`src/hdl/sbst_pkg.sv`:
```
// Shared constants and types of the SRAM boundary-scan test access port
package sbst_pkg;

  // Register lengths
  localparam int IR_W       = 3;
  localparam int ID_W       = 32;
  localparam int NCELL_X18  = 51;
  localparam int NCELL_X36  = 70;

  // Consecutive test-clock rises with mode select high that force reset
  localparam int TMS_RESET_EDGES = 5;

  // Instruction codes
  localparam logic [IR_W-1:0] INS_ZERO   = 3'h0;
  localparam logic [IR_W-1:0] INS_IDENT  = 3'h1;
  localparam logic [IR_W-1:0] INS_SAMPZ  = 3'h2;
  localparam logic [IR_W-1:0] INS_BYPASS = 3'h3;
  localparam logic [IR_W-1:0] INS_SAMPLE = 3'h4;

  // Fixed values loaded on capture
  localparam logic [IR_W-1:0] IR_CAPTURE  = 3'h1;
  localparam logic            BYP_CAPTURE = 1'h0;
  localparam logic            ID_FIX_BIT  = 1'h1;

  // Boundary cell numbers (cell 1 is nearest the serial output)
  localparam int CELL_MODE2     = 1;
  localparam int CELL_SLEEP_X18 = 6;
  localparam int CELL_CLK_X18   = 13;

  // Controller states, standard encodings
  typedef enum logic [3:0] {
    ST_EX2_DR   = 4'h0,
    ST_EX1_DR   = 4'h1,
    ST_SHIFT_DR = 4'h2,
    ST_PAUSE_DR = 4'h3,
    ST_SEL_IR   = 4'h4,
    ST_UPD_DR   = 4'h5,
    ST_CAP_DR   = 4'h6,
    ST_SEL_DR   = 4'h7,
    ST_EX2_IR   = 4'h8,
    ST_EX1_IR   = 4'h9,
    ST_SHIFT_IR = 4'hA,
    ST_PAUSE_IR = 4'hB,
    ST_IDLE     = 4'hC,
    ST_UPD_IR   = 4'hD,
    ST_CAP_IR   = 4'hE,
    ST_RESET    = 4'hF
  } sbst_state_e;

  // Data register selected by the instruction
  typedef enum logic [1:0] {
    DR_BYPASS = 2'h0,
    DR_IDENT  = 2'h1,
    DR_BOUND  = 2'h2
  } sbst_dr_e;

endpackage : sbst_pkg

```
`src/hdl/sbst_sync.sv`:
```
// Two-flop synchroniser for a vector of asynchronous inputs
`timescale 1ns/1ps
module sbst_sync #(
  parameter int W = 1
) (
  input  wire logic         clock,
  input  wire logic         reset,
  input  wire logic [W-1:0] din,
  output logic      [W-1:0] dout
);

  logic [W-1:0] meta_ff;

  // First stage feeds only the second
  always_ff @(posedge clock or posedge reset) begin
    if (reset) begin
      meta_ff <= '0;
      dout    <= '0;
    end else begin
      meta_ff <= din;
      dout    <= meta_ff;
    end
  end

endmodule : sbst_sync

```
`src/hdl/sbst_tap.sv`:
```
// Boundary-scan test access port of the synchronous SRAM
// Contract
// RULE1: Instruction 000 all-zero, 001 ident, 010 sample-hiz, 011 bypass, 100 sample, rest bypass.
// RULE2: All-zero instruction acts as sample but holds RAM outputs at high impedance.
// RULE3: Ident instruction loads fixed ID on capture and shifts it between TDI and TDO.
// RULE4: Ident is the active instruction after power-up and in test-logic-reset.
// RULE5: Bypass instructions put the one-bit bypass register in the scan path.
// RULE6: Sample captures ring inputs into the boundary register, then shifts it out.
// RULE7: Sample-hiz forces RAM outputs to high impedance and shifts the boundary register.
// RULE8: Codes 000 and 010 tri-state data drivers and capture pad values.
// RULE9: Controller keeps RAM inputs steady around the capture instant.
// RULE10: RAM clocks need stopping only while the ring is captured.
// RULE11: Undriven TDI or TMS reads as logic 1.
// RULE12: Narrow variant boundary register is 51 cells in fixed order.
// RULE13: Wide variant boundary register is 70 cells in its own order.
// RULE14: Boundary cell 1 sits nearest TDO and shifts out first.
// RULE15: Five test-clock rises with TMS high reach reset; power-up also resets.
// RULE16: ID register is 32 bits with bit 0 fixed at 1.
// RULE17: TMS and TDI sampled on test-clock rise; TDO updated on its fall.
// RULE18: Standard sixteen-state controller with capture, shift, update on both paths.
`timescale 1ns/1ps
module sbst_tap #(
  parameter bit          WIDE        = 1'b0,
  parameter logic [3:0]  ID_REVISION = 4'h0,    // Arbitrary value
  parameter logic [15:0] ID_PART     = 16'h5A5A, // Arbitrary value
  parameter logic [10:0] ID_VENDOR   = 11'h2A5,  // Arbitrary value
  localparam int         NCELL       = WIDE ? sbst_pkg::NCELL_X36 : sbst_pkg::NCELL_X18
) (
  input  wire logic             clock,
  input  wire logic             reset,
  input  wire logic             tck,
  input  wire logic             tms,
  input  wire logic             tdi,
  input  wire logic             tms_driven,
  input  wire logic             tdi_driven,
  input  wire logic [NCELL-1:0] ring_in,
  output logic                  tdo,
  output logic                  tdo_oe,
  output logic                  ram_out_hiz
);

  localparam logic [sbst_pkg::ID_W-1:0] ID_VALUE =
    {ID_REVISION, ID_PART, ID_VENDOR, sbst_pkg::ID_FIX_BIT};

  logic [4:0]                    pin_s;
  logic [NCELL-1:0]              ring_s;
  logic                          tck_d_ff;
  logic                          tck_rise;
  logic                          tck_fall;
  logic                          tms_eff;
  logic                          tdi_eff;
  sbst_pkg::sbst_state_e         state_ff;
  sbst_pkg::sbst_state_e         nxt_state;
  logic [sbst_pkg::IR_W-1:0]     ir_sh_ff;
  logic [sbst_pkg::IR_W-1:0]     ir_ff;
  logic                          byp_ff;
  logic [sbst_pkg::ID_W-1:0]     id_ff;
  logic [NCELL-1:0]              bsr_ff;
  sbst_pkg::sbst_dr_e            dr_sel;
  logic                          ser_bit;
  logic                          shifting;

  // Test pins and ring pass two flops before use
  sbst_sync #(.W(5)) u_pin_sync (
    .clock (clock),
    .reset (reset),
    .din   ({tck, tms, tdi, tms_driven, tdi_driven}),
    .dout  (pin_s)
  );

  // Ring contents are steady at capture by the controller's duty
  sbst_sync #(.W(NCELL)) u_ring_sync ( // RULE9
    .clock (clock),
    .reset (reset),
    .din   (ring_in),
    .dout  (ring_s)
  );

  // Undriven inputs act as pulled high
  assign tms_eff = pin_s[1] ? pin_s[3] : 1'b1; // RULE11
  assign tdi_eff = pin_s[0] ? pin_s[2] : 1'b1; // RULE11

  // Test-clock edge detection
  always_ff @(posedge clock or posedge reset) begin
    if (reset) begin
      tck_d_ff <= 1'b0;
    end else begin
      tck_d_ff <= pin_s[4];
    end
  end

  assign tck_rise = pin_s[4] & ~tck_d_ff; // RULE17
  assign tck_fall = ~pin_s[4] & tck_d_ff; // RULE17

  // Controller next state
  always_comb begin
    unique case (state_ff) // RULE18
      sbst_pkg::ST_RESET:    nxt_state = tms_eff ? sbst_pkg::ST_RESET   : sbst_pkg::ST_IDLE;
      sbst_pkg::ST_IDLE:     nxt_state = tms_eff ? sbst_pkg::ST_SEL_DR  : sbst_pkg::ST_IDLE;
      sbst_pkg::ST_SEL_DR:   nxt_state = tms_eff ? sbst_pkg::ST_SEL_IR  : sbst_pkg::ST_CAP_DR;
      sbst_pkg::ST_CAP_DR:   nxt_state = tms_eff ? sbst_pkg::ST_EX1_DR  : sbst_pkg::ST_SHIFT_DR;
      sbst_pkg::ST_SHIFT_DR: nxt_state = tms_eff ? sbst_pkg::ST_EX1_DR  : sbst_pkg::ST_SHIFT_DR;
      sbst_pkg::ST_EX1_DR:   nxt_state = tms_eff ? sbst_pkg::ST_UPD_DR  : sbst_pkg::ST_PAUSE_DR;
      sbst_pkg::ST_PAUSE_DR: nxt_state = tms_eff ? sbst_pkg::ST_EX2_DR  : sbst_pkg::ST_PAUSE_DR;
      sbst_pkg::ST_EX2_DR:   nxt_state = tms_eff ? sbst_pkg::ST_UPD_DR  : sbst_pkg::ST_SHIFT_DR;
      sbst_pkg::ST_UPD_DR:   nxt_state = tms_eff ? sbst_pkg::ST_SEL_DR  : sbst_pkg::ST_IDLE;
      sbst_pkg::ST_SEL_IR:   nxt_state = tms_eff ? sbst_pkg::ST_RESET   : sbst_pkg::ST_CAP_IR;
      sbst_pkg::ST_CAP_IR:   nxt_state = tms_eff ? sbst_pkg::ST_EX1_IR  : sbst_pkg::ST_SHIFT_IR;
      sbst_pkg::ST_SHIFT_IR: nxt_state = tms_eff ? sbst_pkg::ST_EX1_IR  : sbst_pkg::ST_SHIFT_IR;
      sbst_pkg::ST_EX1_IR:   nxt_state = tms_eff ? sbst_pkg::ST_UPD_IR  : sbst_pkg::ST_PAUSE_IR;
      sbst_pkg::ST_PAUSE_IR: nxt_state = tms_eff ? sbst_pkg::ST_EX2_IR  : sbst_pkg::ST_PAUSE_IR;
      sbst_pkg::ST_EX2_IR:   nxt_state = tms_eff ? sbst_pkg::ST_UPD_IR  : sbst_pkg::ST_SHIFT_IR;
      sbst_pkg::ST_UPD_IR:   nxt_state = tms_eff ? sbst_pkg::ST_SEL_DR  : sbst_pkg::ST_IDLE;
    endcase
  end

  // Controller state, advanced on each test-clock rise
  always_ff @(posedge clock or posedge reset) begin
    if (reset) begin
      state_ff <= sbst_pkg::ST_RESET; // RULE15
    end else if (tck_rise) begin
      state_ff <= nxt_state; // RULE15
    end
  end

  // Instruction shift register and active instruction
  always_ff @(posedge clock or posedge reset) begin
    if (reset) begin
      ir_sh_ff <= sbst_pkg::IR_CAPTURE;
      ir_ff    <= sbst_pkg::INS_IDENT; // RULE4
    end else if (state_ff == sbst_pkg::ST_RESET) begin
      ir_ff    <= sbst_pkg::INS_IDENT; // RULE4
    end else if (tck_rise) begin
      if (state_ff == sbst_pkg::ST_CAP_IR) begin
        ir_sh_ff <= sbst_pkg::IR_CAPTURE;
      end else if (state_ff == sbst_pkg::ST_SHIFT_IR) begin
        ir_sh_ff <= {tdi_eff, ir_sh_ff[sbst_pkg::IR_W-1:1]};
      end else if (state_ff == sbst_pkg::ST_UPD_IR) begin
        ir_ff    <= ir_sh_ff;
      end
    end
  end

  // Instruction decode to selected data register
  always_comb begin
    unique case (ir_ff) // RULE1
      sbst_pkg::INS_ZERO:   dr_sel = sbst_pkg::DR_BOUND; // RULE2
      sbst_pkg::INS_IDENT:  dr_sel = sbst_pkg::DR_IDENT;
      sbst_pkg::INS_SAMPZ:  dr_sel = sbst_pkg::DR_BOUND; // RULE7
      sbst_pkg::INS_SAMPLE: dr_sel = sbst_pkg::DR_BOUND; // RULE6
      default:              dr_sel = sbst_pkg::DR_BYPASS; // RULE5
    endcase
  end

  // RAM outputs forced off while a high-impedance instruction is loaded
  assign ram_out_hiz = (ir_ff == sbst_pkg::INS_ZERO) || (ir_ff == sbst_pkg::INS_SAMPZ); // RULE8

  // Bypass register
  always_ff @(posedge clock or posedge reset) begin
    if (reset) begin
      byp_ff <= sbst_pkg::BYP_CAPTURE;
    end else if (tck_rise && dr_sel == sbst_pkg::DR_BYPASS) begin
      if (state_ff == sbst_pkg::ST_CAP_DR) begin
        byp_ff <= sbst_pkg::BYP_CAPTURE;
      end else if (state_ff == sbst_pkg::ST_SHIFT_DR) begin
        byp_ff <= tdi_eff; // RULE5
      end
    end
  end

  // Identification register
  always_ff @(posedge clock or posedge reset) begin
    if (reset) begin
      id_ff <= ID_VALUE; // RULE16
    end else if (tck_rise && dr_sel == sbst_pkg::DR_IDENT) begin
      if (state_ff == sbst_pkg::ST_CAP_DR) begin
        id_ff <= ID_VALUE; // RULE3
      end else if (state_ff == sbst_pkg::ST_SHIFT_DR) begin
        id_ff <= {tdi_eff, id_ff[sbst_pkg::ID_W-1:1]}; // RULE3
      end
    end
  end

  // Boundary register, bit 0 is cell 1
  always_ff @(posedge clock or posedge reset) begin
    if (reset) begin
      bsr_ff <= '0;
    end else if (tck_rise && dr_sel == sbst_pkg::DR_BOUND) begin
      if (state_ff == sbst_pkg::ST_CAP_DR) begin
        bsr_ff <= ring_s; // RULE6 RULE12 RULE13
      end else if (state_ff == sbst_pkg::ST_SHIFT_DR) begin
        bsr_ff <= {tdi_eff, bsr_ff[NCELL-1:1]}; // RULE14
      end
    end
  end

  // Serial output source
  always_comb begin
    if (state_ff == sbst_pkg::ST_SHIFT_IR) begin
      ser_bit = ir_sh_ff[0];
    end else begin
      unique case (dr_sel)
        sbst_pkg::DR_IDENT: ser_bit = id_ff[0];
        sbst_pkg::DR_BOUND: ser_bit = bsr_ff[0]; // RULE14
        default:            ser_bit = byp_ff;
      endcase
    end
  end

  assign shifting = (state_ff == sbst_pkg::ST_SHIFT_IR) || (state_ff == sbst_pkg::ST_SHIFT_DR);

  // Serial output and its enable change on test-clock fall
  always_ff @(posedge clock or posedge reset) begin
    if (reset) begin
      tdo    <= 1'b0;
      tdo_oe <= 1'b0;
    end else if (tck_fall) begin
      tdo    <= ser_bit; // RULE17
      tdo_oe <= shifting;
    end
  end

  // Helper: count of test-clock rises with mode select high
  logic [2:0] tms_hi_cnt_ff;
  always_ff @(posedge clock or posedge reset) begin
    if (reset) begin
      tms_hi_cnt_ff <= 3'h0;
    end else if (tck_rise) begin
      if (!tms_eff) begin
        tms_hi_cnt_ff <= 3'h0;
      end else if (tms_hi_cnt_ff != 3'(sbst_pkg::TMS_RESET_EDGES)) begin
        tms_hi_cnt_ff <= tms_hi_cnt_ff + 3'h1;
      end
    end
  end
endmodule : sbst_tap

```
`config.mk`:
```
export PLATFORM = sky130hd
export DESIGN_NAME = sbst_tap
export DESIGN_NICKNAME = d
export VERILOG_FILES = /design/src/hdl/sbst_pkg.sv /design/src/hdl/sbst_sync.sv /design/src/hdl/sbst_tap.sv
export SDC_FILE = /design/constraint.sdc
export NUM_CORES = 1
export LEC_CHECK = 0
export ABC_AREA = 1
export BUFFER_PORTS_ARGS = -buffer_cell sky130_fd_sc_hd__buf_4
export CAP_MARGIN = 5
export CORE_UTILIZATION = 50
export DETAILED_ROUTE_END_ITERATION = 16
export PLACE_DENSITY_LB_ADDON = 0.25
export SLEW_MARGIN = 20
export SYNTH_ARGS = -nofsm -noshare
export SYNTH_HDL_FRONTEND = slang
export SYNTH_SLANG_ARGS = --single-unit
```
`constraint.sdc`:
```
create_clock -name clock -period 11.8 [get_ports clock]
set_input_delay 2.36 -clock clock [delete_from_list [all_inputs] [get_ports clock]]
set_output_delay 2.36 -clock clock [all_outputs]
set_load 0.05 [all_outputs]
```
---- After elaboration in Yosys (flattened, before gate mapping) ----
Index checks and enable logic that the tools add are counted.
W data, S select, Z words.
cells by class
  add/subtract/negate cells ............... 0
  multipliers ............................. 0
  div/mod/pow operators ................... 0
  order comparisons ....................... 0
  equality and inequality tests ........... 22
  shift operators ......................... 0
  mux-type cells .......................... 31
  bitwise gates (word level) .............. 5
  reductions and logical operators ........ 21
operators with widths
  kind                  number
  $mux W51              2
  $mux W32              2
  $pmux W4 S12          1
  $mux W3               11
  $eq A4 B4 Y1 const B  8
  $eq A4 B3 Y1 const B  4
  $mux W2               6
  $eq A4 B2 Y1 const B  2
  $reduce_bool A2 Y1    4
  $mux W1               6
  $reduce_and A2 Y1     3
  $reduce_or A3 Y1      2
  $eq A4 B1 Y1 const B  1
  $logic_not A4 Y1      1
  $mux W4               1
  $ne A2 B2 Y1 const B  2
  $pmux W2 S2           1
  $reduce_and A4 Y1     1
  $reduce_or A2 Y1      2
  $eq A3 B1 Y1 const B  1
  $eq A3 B2 Y1 const B  1
  $eq A3 B3 Y1 const B  1
  $logic_and A1 B1 Y1   3
  $logic_not A3 Y1      1
  other kinds (8)       12
storage, ports and cells
  flip-flop bits (word level) ............. 209
  latch bits .............................. 0
  bits in writable memories ............... 0
  memory bits (read-only) ................. 0
  output and inout port bits .............. 3
  word-level logic and storage cells ...... 92
  memories kept ........................... 0

---- Longest topological paths before layout ----
  word-level depth ........................ 6
  gate-level depth with buffers ........... 10

---- Cells and area by module ----
Synthesis repeated with hierarchy kept, for this count alone.
second synthesis, totals
  cells, all modules ...................... 650
  area total of the unflattened synthesis .. 7,312.0 µm²
by module, submodules not included
  module                    times used  cells each  area each (µm²)  sequential area each (µm²)
  sbst_tap                  1           536         4,501.8          2,452.4
  sbst_sync at u_ring_sync  1           103         2,556.2          2,552.4
  sbst_sync at u_pin_sync   1           11          254.0            250.2

---- Least setup slack after synthesis ----
Ideal clock, no wire load.
  path kind ............................... register to output
  from .................................... reg ir_ff[2] in the netlist's numbering
  to ...................................... out ram_out_hiz
  arrival ................................. 1.020 ns
  data required time ...................... 9.440 ns
  setup slack ............................. 8.420 ns
  stages on the path, launching flop included .. 2
  cell sequence ........................... dfrtp_1 > nor2_1
between the ends
  cells in the longest elaborated chain, start to end .. 2
RTL lines
  what                                                     line             text
  from (decl)                                              sbst_tap.sv:55   logic [sbst_pkg::IR_W-1:0] ir_ff;
  from (signal assigned)                                   sbst_tap.sv:130  ir_ff <= sbst_pkg::INS_IDENT;
  from (signal assigned)                                   sbst_tap.sv:132  ir_ff <= sbst_pkg::INS_IDENT;
  from (signal assigned)                                   sbst_tap.sv:139  ir_ff <= ir_sh_ff;
  $eq A3 B2 Y1 / $logic_not A3 Y1 (equally long branches)  sbst_tap.sv:156  assign ram_out_hiz = (ir_ff == sbst_pkg::INS_ZERO) || (ir_ff == sbst_pkg::INS_SAMPZ);
  $logic_or A1 B1 Y1 (*)                                   sbst_tap.sv:156
  to (decl)                                                sbst_tap.sv:39   output logic ram_out_hiz
Mark *: on every way between the ends. The rest lies on a longest branch, timed or not.

---- Worst setup path in the final report ----
  from .................................... reg ir_ff[0] in the netlist's numbering
  to ...................................... out ram_out_hiz
The elaborated chain is that of the path after synthesis.

==> run_results.csv <==
group,metric,value,unit
grt,grt_pass1_vias,4666,
clock_network,clock-root-buffer,"clkbuf_16",
synthesis,ys.warnings.count,0,
route,drt_iter0_drc,369,
clock_network,cts_resized,0,
timing,worst_pin_slew,1.04,ns
timing,fin_setup_tns,0,ns
placement,port_buffers,60,
power_and_ir_drop,total_power,0.00188,W
synthesis,synth_fp_nets,764,
timing,period_minus_slack,3.61,ns
route,wl_per_cell,12.5,um
timing,skew,0.00751,ns
die,start_util,51.4,%
worst_setup_path,r2r_cells,8,
clock_network,clkLatencyLatePin,0.49,ns
grt,antenna_found_initial,0,
clock_network,cts_setup_buffers,0,
synthesis,ys_seq_area_share,70.1,%
placement,gp_congestion,0.841,
cells_and_area,num_antenna_cells,0,
worst_setup_path,regToRegStartpoint,"ir_ff[0]$_DFFE_PP1P_",
worst_hold_path,holdPathEnd,"u_ring_sync.dout[45]$_DFF_PP0_",
route,vias,4735,
worst_setup_path,startpoint,"ir_ff[0]$_DFFE_PP1P_",
worst_setup_path,cp_max_fo,3,
route,drc,0,
clock_network,clockBufferDepth,3,
worst_hold_path,worstHoldPathType,"reg -> reg",
synthesis,avgSynthCellArea,10.7,um^2
grt,grt_max_degree,138,
cells_and_area,fin_cells,957,
timing,rsz0062_at_grt,"false",
worst_setup_path,critPathKind,"reg -> out",
route,drtPass1Iterations,5,
route,routed_wl,12000,um
worst_setup_path,crit_path_end_kind,"primary output",
power_and_ir_drop,power_density,214,mW/mm^2
timing,slew_viol_final,0,
route,vias_per_cell,4.95,
synthesis,ys_types,26,
die,core_area,0.0146,mm^2
power_and_ir_drop,power_leakage,4.11,nW
clock_network,cts_tree,"yes",
clock_network,numClockSinks,209,
cells_and_area,final_area,0.00881,mm^2
placement,dp.cells,918,
grt,grt_pass1_wl,21200,um
clock_network,h-tree-depth,1,
worst_setup_path,startpoint_type,"flip-flop",
clock_network,ctsHoldBuffers,0,
timing,finalHoldViolations,0,
cells_and_area,areaGrowthSynthToFinish,17.5,%
synthesis,synth_area,0.00750,mm^2
grt,grt_usage,16.3,%
status,outcome,"completed",
timing,period_share,30.6,%
job,drv_cap,0,
worst_setup_path,r2r_end,"id_ff[18]$_DFFE_PP1P_",
worst_setup_path,crit_arrival,1.24,ns
synthesis,synth_cells,703,
synthesis,synth_seq_cells,209,
die,io_pins,61,
route,ant_nets,0,
die,die_y,124,um
cells_and_area,drive_gt1_share,17.3,%
worst_setup_path,cp.required,9.44,ns
power_and_ir_drop,peakVddDrop,0.000144,V
timing,fmax,0.277,GHz
die,fp.dieW,124,um
placement,placedInstanceArea,0.00801,mm^2
clock_network,cts_buffers,22,
worst_hold_path,whs_path_depth,0,
cells_and_area,utilization,60.4,%
cells_and_area,nNetsFinal,819,
clock_network,clk_pin_slew_worst_paths,0.06,ns
placement,dpl.hpwl,6900,um
timing,slew_headroom,30.8,%
worst_hold_path,hp-start,"u_ring_sync.meta_ff[45]$_DFF_PP0_",
grt,grt_overflow,0,
timing,setup_viol,0,
die,die_area,0.0155,mm^2
die,row_count,44,
worst_setup_path,r2r_slack,9.18,ns
report_power, final:
part	leakage (nW)	switching, W	internal, W
sequential	2.57	0.0000439	0.000825
clock	0.388	0.000270	0.000469
combinational	1.15	0.000182	0.0000939
total	4.11	0.000496	0.00139
cells in the final DEF, fill, tap and decap left out, drive strengths merged:
cell | netlist | routed
dfrtp | 189 | 189
nand2 | 157 | 157
o21ai | 129 | 129
inv | 71 | 73
buf | 27 | 64
nor2 | 50 | 50
clkbuf | 6 | 29
nand3 | 27 | 27
dfstp | 20 | 20
a21oi | 17 | 17
bufinv | 0 | 4
ha | 3 | 3
clkinv | 1 | 3
o211ai | 2 | 2
nor3 | 2 | 2
clkinvlp | 0 | 2
o22a | 1 | 1
a31oi | 1 | 1
cell type report:
class / count / area (um^2)
fill: 1160 / 5780
timing repair buffer: 64 / 480
tap: 184 / 230
sequential: 209 / 5260
clock buffer: 29 / 638
clock inverter: 10 / 163
inverter: 72 / 278
multi-input combinational: 389 / 1770
worst max path at each step:
stage | depth (start not counted) | slack, ns | end
after floorplan | 1 | 3.76 | bsr_ff[0]$_DFFE_PP0P_
after global placement | 3 | 7.74 | ir_sh_ff[1]$_DFFE_PP0P_
after detailed placement | 3 | 7.69 | tdo$_DFFE_PP0P_
after CTS | 2 | 8.17 | ram_out_hiz
after global routing | 3 | 7.97 | u_pin_sync.dout[0]$_DFF_PP0_
final | 2 | 8.20 | ram_out_hiz
state kept, by name, summed over array words and instances, names as in the netlist:
signal and flops:
id_ff 32, ir_sh_ff 3, u_ring_sync.meta_ff 51, state_ff 4, u_pin_sync.meta_ff 5, tck_d_ff 1, bsr_ff 51, u_ring_sync.dout 51
byp_ff 1, tdo 1, u_pin_sync.dout 5, ir_ff 3, tdo_oe 1
routing by layer:
layer	share of wire (%)	up-vias	wire [um]	global-route usage, %
li1	-	2339	-	-
met1	47	2274	5630	22.6
met2	47	105	5660	26.2
met3	4.4	17	526	3.31
met4	1.4	0	163	4.25
met5	0	-	0	0
worst max-delay path: stages, from the launching register on:
cell and delay [ns]:
dfstp_2 0.54, nor2_1 0.04, buf_4 0.18
synthesized netlist by cell type (all sizes together):
master / instances / area, um^2
dfrtp: 189 / 4730
nand2: 157 / 602
o21ai: 129 / 646
inv: 71 / 267
nor2: 50 / 219
buf: 27 / 186
nand3: 27 / 135
dfstp: 20 / 526
a21oi: 17 / 85.1
clkbuf: 6 / 23.8
ha: 3 / 37.5
nor3: 2 / 10.0
o211ai: 2 / 15.0
a31oi: 1 / 6.26
clkinv: 1 / 3.75
o22a: 1 / 8.76
stage by stage:
stage | setup slack (ns) | hold slack, ns
global placement | 7.74 | 0.332
CTS | 8.17 | 0.348
finish | 8.20 | 0.345
detailed placement | 7.69 | 0.335
global route | 7.97 | 0.350
floorplan | 3.76 | 0.331
cells by family (layout without fill, tap and decap cells):
logic type	Yosys count	in the layout	share of synthesized area, %
AOI/OAI and AO/OA	150	150	10.1
adders and majority gates	3	3	0.501
buffers and inverters	105	175	6.41
DFF	209	209	70.1
and+or+nand+nor	236	236	12.9
Note: power is estimated with default switching activity, not from simulation.
